===== src/pkg/gpio_led_consts.svh =====
// constants for the multipurpose gpio / status light pins
// assumes a 100 MHz system clock; included by bare name
`ifndef GPIO_LED_CONSTS_SVH
`define GPIO_LED_CONSTS_SVH

// number of multipurpose pins
`define GPIO_PIN_COUNT   3
// light bit positions inside the light vector
`define LIGHT_SPEED_BIT  0
`define LIGHT_LINK_BIT   1
`define LIGHT_DUPLEX_BIT 2
// blink phase time in ms, as specified
`define LED_BLINK_MS     80
// system clock rate in kHz (100 MHz)
`define CLK_FREQ_KHZ     100000
// blink counter width, holds 80 ms of 100 MHz cycles
`define LED_CNT_W        24
// pin reset values: released, not driven
`define GPIO_OE_RESET    3'h0
`define GPIO_OUT_RESET   3'h0
// lights reset unlit (open-drain released)
`define LIGHT_RESET      3'h7

`endif


===== src/pkg/gpio_led_pkg.sv =====
// types for the multipurpose gpio / status light pins
// assumes the constants header is included by the design file
package gpio_led_pkg;

  // link-and-activity light sequencer states
  typedef enum logic [1:0] {
    LA_IDLE,  // no link, light unlit
    LA_ON,    // link up, light lit
    LA_OFF,   // activity blink, light unlit
    LA_HOLD   // lit for at least one blink time
  } la_state_t;

endpackage


===== src/hw/gpio_led_indicator_pins.sv =====
// three multipurpose pins: software gpio or open-drain status lights
// assumes link status inputs come from mac/phy logic on clk_i;
// pad inputs are asynchronous and are synchronised here
`timescale 1ns/1ps
`include "gpio_led_consts.svh"

////////////////////////////////////////////////////////////////////////////////
// Operation
// - each pin: push-pull, open-drain or input
// - light-assigned pin drives open-drain only
// - speed light low at 100M, autoneg, unplugged
// - speed light high only at 10M
// - link light lit while link valid
// - activity blinks link light off 80 ms
// - then lit at least 80 ms, repeat
// - duplex light low in full duplex with link up, released without link
module gpio_led_indicator_pins #(
  parameter int unsigned BLINK_CYCLES = `LED_BLINK_MS * `CLK_FREQ_KHZ
) (
  input  wire logic       clk_i,          // system clock, 100 MHz
  input  wire logic       rst_b_i,        // async reset, active low
  input  wire logic       en_i,           // clock enable, freezes state when low
  input  wire logic [2:0] gpio_dir_out_i, // 1: pin is an output
  input  wire logic [2:0] gpio_od_i,      // 1: output is open-drain
  input  wire logic [2:0] gpio_out_i,     // gpio output value
  input  wire logic [2:0] light_sel_i,    // 1: pin carries its status light
  input  wire logic       link_up_i,      // valid link present
  input  wire logic       speed_100_i,    // link runs at 100 Mb/s
  input  wire logic       autoneg_busy_i, // auto-negotiation in progress
  input  wire logic       full_duplex_i,  // link is full duplex
  input  wire logic       activity_i,     // tx or rx activity seen
  input  wire logic [2:0] gpio_pin_i,     // pad levels, asynchronous
  output logic      [2:0] gpio_pin_o,     // pad output value
  output logic      [2:0] gpio_pin_oe_o,  // pad output enable, high drives
  output logic      [2:0] gpio_in_o       // synchronised pad levels
);

  ////////////////////////////////////////////////////////////////////////////
  // declarations
  localparam logic [`LED_CNT_W-1:0] BlinkLast = `LED_CNT_W'(BLINK_CYCLES - 1);

  gpio_led_pkg::la_state_t la_q;       // link light sequencer state
  gpio_led_pkg::la_state_t la_d;
  logic [`LED_CNT_W-1:0]   cnt_q;      // blink phase down counter
  logic [`LED_CNT_W-1:0]   cnt_d;
  logic                    act_pend_q; // activity seen, blink owed
  logic [2:0]              light_n_q;  // active-low light levels
  logic [2:0]              sync1_q;    // first synchroniser stage
  logic                    speed_10;   // link up at 10 Mb/s, settled

  assign speed_10 = link_up_i && !speed_100_i && !autoneg_busy_i;

  ////////////////////////////////////////////////////////////////////////////
  // pad input synchroniser; first stage feeds only the second
  always_ff @(posedge clk_i or negedge rst_b_i) begin
    if (!rst_b_i) begin
      sync1_q   <= 3'h0;
      gpio_in_o <= 3'h0;
    end else if (en_i) begin
      sync1_q   <= gpio_pin_i;
      gpio_in_o <= sync1_q;
    end
  end

  ////////////////////////////////////////////////////////////////////////////
  // pending activity flag; a new event beats the clear
  always_ff @(posedge clk_i or negedge rst_b_i) begin
    if (!rst_b_i) begin
      act_pend_q <= 1'b0;
    end else if (en_i) begin
      if (activity_i && link_up_i) begin
        act_pend_q <= 1'b1;
      end else if (!link_up_i) begin
        act_pend_q <= 1'b0; // stale activity dies with the link
      end else if (la_q == gpio_led_pkg::LA_ON && act_pend_q) begin
        act_pend_q <= 1'b0; // blink taken
      end
    end
  end

  ////////////////////////////////////////////////////////////////////////////
  // link light sequencer: on, off-blink, minimum on-hold
  always_comb begin
    la_d  = la_q;
    cnt_d = cnt_q;
    if (!link_up_i) begin
      la_d  = gpio_led_pkg::LA_IDLE; // link loss wins over any phase
      cnt_d = '0;
    end else begin
      case (la_q)
        gpio_led_pkg::LA_IDLE: begin
          la_d = gpio_led_pkg::LA_ON;
        end
        gpio_led_pkg::LA_ON: begin
          if (act_pend_q) begin
            la_d  = gpio_led_pkg::LA_OFF;
            cnt_d = BlinkLast;
          end
        end
        gpio_led_pkg::LA_OFF: begin
          if (cnt_q == '0) begin
            la_d  = gpio_led_pkg::LA_HOLD;
            cnt_d = BlinkLast;
          end else begin
            cnt_d = cnt_q - 1'b1;
          end
        end
        gpio_led_pkg::LA_HOLD: begin
          if (cnt_q == '0) begin
            la_d = gpio_led_pkg::LA_ON;
          end else begin
            cnt_d = cnt_q - 1'b1;
          end
        end
        default: begin
          la_d = gpio_led_pkg::LA_IDLE;
        end
      endcase
    end
  end

  // sequencer state and counter
  always_ff @(posedge clk_i or negedge rst_b_i) begin
    if (!rst_b_i) begin
      la_q  <= gpio_led_pkg::LA_IDLE;
      cnt_q <= '0;
    end else if (en_i) begin
      la_q  <= la_d;
      cnt_q <= cnt_d;
    end
  end

  ////////////////////////////////////////////////////////////////////////////
  // light levels, registered so the pad stage sees clean values
  always_ff @(posedge clk_i or negedge rst_b_i) begin
    if (!rst_b_i) begin
      light_n_q <= `LIGHT_RESET;
    end else if (en_i) begin
      light_n_q[`LIGHT_SPEED_BIT] <= speed_10;
      // lit (low) only while on or holding
      light_n_q[`LIGHT_LINK_BIT] <= !(la_d == gpio_led_pkg::LA_ON ||
                                      la_d == gpio_led_pkg::LA_HOLD);
      // full duplex has no meaning without a link
      light_n_q[`LIGHT_DUPLEX_BIT] <= !(link_up_i && full_duplex_i);
    end
  end

  ////////////////////////////////////////////////////////////////////////////
  // per-pin driver: light override, else configured gpio
  for (genvar k = 0; k < `GPIO_PIN_COUNT; k++) begin : g_pin
    always_ff @(posedge clk_i or negedge rst_b_i) begin
      if (!rst_b_i) begin
        gpio_pin_o[k]    <= 1'b0;
        gpio_pin_oe_o[k] <= 1'b0;
      end else if (en_i) begin
        if (light_sel_i[k]) begin
          // open-drain whatever the push-pull setting says
          gpio_pin_o[k]    <= 1'b0;
          gpio_pin_oe_o[k] <= !light_n_q[k];
        end else if (!gpio_dir_out_i[k]) begin
          gpio_pin_o[k]    <= 1'b0;           // input: released
          gpio_pin_oe_o[k] <= 1'b0;
        end else if (gpio_od_i[k]) begin
          gpio_pin_o[k]    <= 1'b0;
          gpio_pin_oe_o[k] <= !gpio_out_i[k];
        end else begin
          gpio_pin_o[k]    <= gpio_out_i[k];
          gpio_pin_oe_o[k] <= 1'b1;
        end
      end
    end

  end
endmodule


===== config.mk =====
export PLATFORM = sky130hd
export DESIGN_NAME = gpio_led_indicator_pins
export DESIGN_NICKNAME = d
export VERILOG_FILES = /design/src/pkg/gpio_led_pkg.sv /design/src/hw/gpio_led_indicator_pins.sv
export VERILOG_INCLUDE_DIRS = /design/src /design/src/pkg
export SDC_FILE = /design/constraint.sdc
export NUM_CORES = 1
export LEC_CHECK = 0
export ABC_AREA = 0
export BUFFER_PORTS_ARGS = -buffer_cell sky130_fd_sc_hd__clkbuf_2
export CAP_MARGIN = 20
export CORE_MARGIN = 2
export CORE_UTILIZATION = 52
export CTS_CLUSTER_SIZE = 20
export DETAILED_ROUTE_END_ITERATION = 16
export GPL_TIMING_DRIVEN = 1
export PLACE_DENSITY = 0.8
export SETUP_SLACK_MARGIN = 0.1
export SLEW_MARGIN = 20
export SYNTH_ARGS = -nofsm -noshare
export SYNTH_HDL_FRONTEND = slang
export SYNTH_SLANG_ARGS = --single-unit

===== constraint.sdc =====
create_clock -name clk_i -period 2.5 [get_ports clk_i]
set_clock_uncertainty 0.15 [all_clocks]
set_input_delay 0.25 -clock clk_i [delete_from_list [all_inputs] [get_ports clk_i]]
set_output_delay 0.25 -clock clk_i [all_outputs]
set_load 0.02 [all_outputs]

# == Yosys cells after proc, flatten, opt, wreduce, memory -nomap -nowiden ==
# Cells that the tools add are included.
# Widths: inputs -> output; s select.
# totals
regBits,42
latch_bits,0
mem_bits_rw,0
mem_bits_ro,0
inputBits,23
out_inout_bits,9
word_cells,73
mem_count,0
# op_classes
addsub,1
mul,0
div,0
magnitude_cmp,0
eq_ne,9
shifts,0
n_mux,31
bitwise,0
reduce_logical,20
# ops
cell,count
$mux 24,4
$pmux 24 s3,1
$logic_not 24->1,1
$sub 24x1->24 const B,1
$mux 1,21
$logic_not 1->1,10
$mux 2,4
$pmux 2 s4,1
$eq 2x2->1 const B,3
$ne 3x3->1 const B,2
$logic_and 1x1->1,5
$eq 2x1->1 const B,2
$ne 4x1->1 const B,1
$reduce_and 4->1,1
$ne 3x1->1 const B,1
$logic_not 2->1,1
$reduce_and 2->1,1
$logic_or 1x1->1,1

# == Depth between registers and ports, before layout ==
# depth
word_depth,7
ltp_mapped,9
mapped_depth_nobuf,7

# == Least setup slack after synthesis ==
# Ideal clock, no wire load.
# synth_timing
kind,register to register
startpoint,register cnt_q[18]
endpoint,register cnt_q[8]
setup_time_ns,0.126
arrival_time_ns,2.271
required_time_ns,2.224
slack_ns,-0.047
stages_incl_launch_ff,8
n_path_buf,2
period_less_slack_ns,2.547
cell_sequence,dfrtp_1 -> or4_1 -> or4_4 -> buf_6 -> o21ai_4 -> buf_6 -> a21oi_4 -> a221o_1
# synth_via
elab_chain_cells,4
elab_cells_between_ends,6
classes_between,eq/ne (1); mux (3); reduce/logical (2)
# synth_rtl
item,line,text
from (decl),gpio_led_indicator_pins.sv:44,logic [`LED_CNT_W-1:0] cnt_q;
from (signal assigned),gpio_led_indicator_pins.sv:129,cnt_q <= cnt_d;
$logic_not 24->1 *,"gpio_led_indicator_pins.sv:101, gpio_led_indicator_pins.sv:109",
$mux 24,gpio_led_indicator_pins.sv:101,if (cnt_q == '0) begin
$pmux 24 s3,gpio_led_indicator_pins.sv:90,case (la_q)
$mux 24,gpio_led_indicator_pins.sv:86,if (!link_up_i) begin
# Mark *: on every way between the ends. The rest lies on a longest branch, timed or not.
# A chain may end at the register's enable or synchronous reset.

# == Final worst setup path ==
# layout_timing
startpoint,register cnt_q[17]
endpoint,register cnt_q[8]
# Same word-level chain as after synthesis.

==> impl_metrics.tcl <==
set metrics [dict create \
    maxSlewHeadroom 0.536 \
    min_path_cells 2 \
    p_leak_nw 1.36 \
    end_kind "register" \
    drt_iter0_drc 204 \
    die-area_mm2 0.00516 \
    initial_core_util 0.546 \
    grt_pass1_vias 2234 \
    yosys.area.top_type "dfrtp_1" \
    layout_commonest_cell "dfrtp_1" \
    cts_root_buffer "clkbuf_8" \
    grt_max_degree 43 \
    slowest_stage "or4_4" \
    instances_no_fill 370 \
    p_per_area_mw_per_mm2 973 \
    slew_viol_final 0 \
    track_usage 0.270 \
    ir_worst_vdd_v 0.000674 \
    ios 32 \
    r2r_cells 5 \
    layout_common_cells "dfrtp_1 (39), clkbuf_2 (31), buf_4 (31)" \
    worstPathMaxFanout 7 \
    num_vias 2315 \
    die_x_um 71.9 \
    wl_per_cell_um 17.8 \
    synth_top_area_share 0.408 \
    path_cells "or4_4 > or4_4 > o21ai_4 > a21oi_4 > a221o_1" \
    drive_gt1_frac 0.358 \
    grt_antenna_before_repair 0 \
    setup_slack_ns -0.100 \
    hold_path_class "in2reg" \
    final_nets 342 \
    place_inst 352 \
    crit_type "reg2reg" \
    rows 24 \
    synth_area_mm2 0.00239 \
    hold_ws_ns 0.00211 \
    critPathRequiredTime_ns 2.54 \
    crit_top_cell "or4_4" \
    setup_viol_count_final 22 \
    synth_edf_count 0 \
    yosysUniqueCellTypes 57 \
    h-tree-depth 2 \
    ant_nets 0 \
    cts_tree "yes" \
    via_per_inst 6.26 \
    clk_pin_slew_worst_paths_ns 0.08 \
    die_h_um 71.9 \
    drc 0 \
    violations "negative setup slack" \
    finalHoldViolCount 0 \
    core_area_mm2 0.00438 \
    async_flop_share 1.00 \
    start_kind "register" \
    status "finished, violations left" \
    synthFlopType "dfrtp_1" \
    finalCriticalPeriod_ns 2.60 \
    clock_latency_ns 0.30 \
    numPortBuffers 31 \
    grt_setup_unrepaired "true" \
    ys_ff_latch 42 \
    syn_nets 273 \
    critical-path-max-stage-delay_ns 0.61 \
    dp.final_hpwl_um 4430 \
    first_pass_iters 5 \
    grt_overflow 0 \
    place.gp.congestion 0.900 \
    seqCellArea_mm2 0.00105 \
    clockBufferDepth 2 \
    grt_pass1_wl_um 10700 \
    numCtsBuffers 5 \
    fin_crit_sh 1.04 \
    yosys_warnings 0 \
    p_total_mw 2.99 \
    syn_inst 248 \
    fill_cells 336 \
    drt_wl_total_um 6590 \
    arrival_ns 2.64 \
    synth_area_leaders "dfrtp_1 (41%), nand2_1 (3.9%), mux2_2 (3.8%), dfstp_2 (3.3%), nor2_1 (3.1%)" \
    drv_cap 0 \
    fmax_ghz 0.385 \
    syn_to_final_growth_pct 28.5 \
    cts.sinks 42 \
    tightest_slew_ns 0.688 \
    syn-mean-instance-area_um2 9.66 \
    multi_input_area_mm2 0.00138 \
    ys_seq_area_frac 0.440 \
    antenna_cells 0 \
]
-- power breakdown --
| group | switching, mW | leakage [nW] | internal (mW) | total, mW |
|---|---|---|---|---|
| combinational | 0.827 | 0.779 | 0.735 | 1.56 |
| sequential | 0.171 | 0.534 | 0.833 | 1.00 |
| clock | 0.235 | 0.0450 | 0.194 | 0.428 |
| total | 1.23 | 1.36 | 1.76 | 2.99 |
-- final cells by class --
cell class,instances,area share
clock buffers,6,0.0236
inverters,7,0.00854
flip-flops and latches,42,0.343
repair buffers,70,0.154
multi-input cells,191,0.447
clock inverters,2,0.00325
well taps,52,0.0211
-- flip-flops by register name, indices dropped and copies added, names as in the netlist --
name,cells
gpio_pin_oe_o,3
la_q,2
light_n_q,3
act_pend_q,1
gpio_pin_o,3
cnt_q,24
sync1_q,3
gpio_in_o,3
-- critical path: cells and delay by family (launching register included) --
family / cells / cell delay [ns]
compound gates: 3 / 0.78
flops: 1 / 0.40
simple gates: 2 / 1.17
-- stage by stage --
| stage | setup WS (ns) | utilization | TNS [ns] | area (um^2) |
|---|---|---|---|---|
| CTS | -0.0332 | 0.688 | -0.0973 | 3020 |
| global placement | -0.109 | 0.639 | -0.886 | 2800 |
| floorplan | -0.0311 | - | -0.125 | 2410 |
| detailed placement | -0.0796 | 0.639 | -1.02 | 2800 |
| finish | -0.100 | 0.702 | -0.986 | 3080 |
| global route | -0.134 | 0.702 | -2.17 | 3080 |
-- path summary, 6_finish.rpt --
| kind | from | endpoint | slack (ns) |
|---|---|---|---|
| max | cnt_q[17] | cnt_q[8] | -0.10 |
| min | light_sel_i[2] | gpio_pin_o[2] | 0.002 |
| max reg2reg | cnt_q[17] | cnt_q[8] | -0.10 |
| min reg2reg | gpio_pin_o[0] | gpio_pin_o[0] | 0.34 |
| max in group asynchronous | rst_b_i | cnt_q[8] | 1.42 |
| min in group asynchronous | rst_b_i | sync1_q[2] | 0.39 |
-- logic make-up (layout without fill, tap and decap cells) --
logic type,after synthesis,in the layout,share of synthesized area
flops,42,42,0.440
xor+xnor,1,1,0.00366
fa+ha+maj,2,2,0.0104
buf+inv,16,85,0.0319
compound gates,80,81,0.253
simple gates,98,98,0.218
mux,9,9,0.0418
-- what timing repair did --
item	in CTS	in global routing
hold buffers	4	0
gates cloned	1	0
buffers inserted	3	2
endpoints found under the hold margin	42	0
pin swaps	13	9
setup endpoints to repair	26	26
gates resized for setup	14	13
-- per-layer routing --
metal,part of all wire,track usage,wire [um],vias up
met5,0,0,0,-
met4,0.016,0.111,107,0
met3,0.058,0.0478,381,9
met2,0.50,0.443,3320,90
met1,0.42,0.353,2780,1119
li1,-,-,-,1097
-- Yosys cell counts (4+ instances only) --
cell,instances
nand4b_1,4
a221o_1,7
dfrtp_1,39
o2bb2ai_1,6
or3_1,5
a31oi_1,7
and3_1,6
mux2_2,8
nor2_1,20
o22ai_1,4
o21ai_0,9
nor3_1,6
a21oi_1,14
nand2_1,25
nand3_1,7
clkbuf_1,5
a22o_1,6
inv_1,7
No activity file was read; power rests on OpenSTA's default activity.
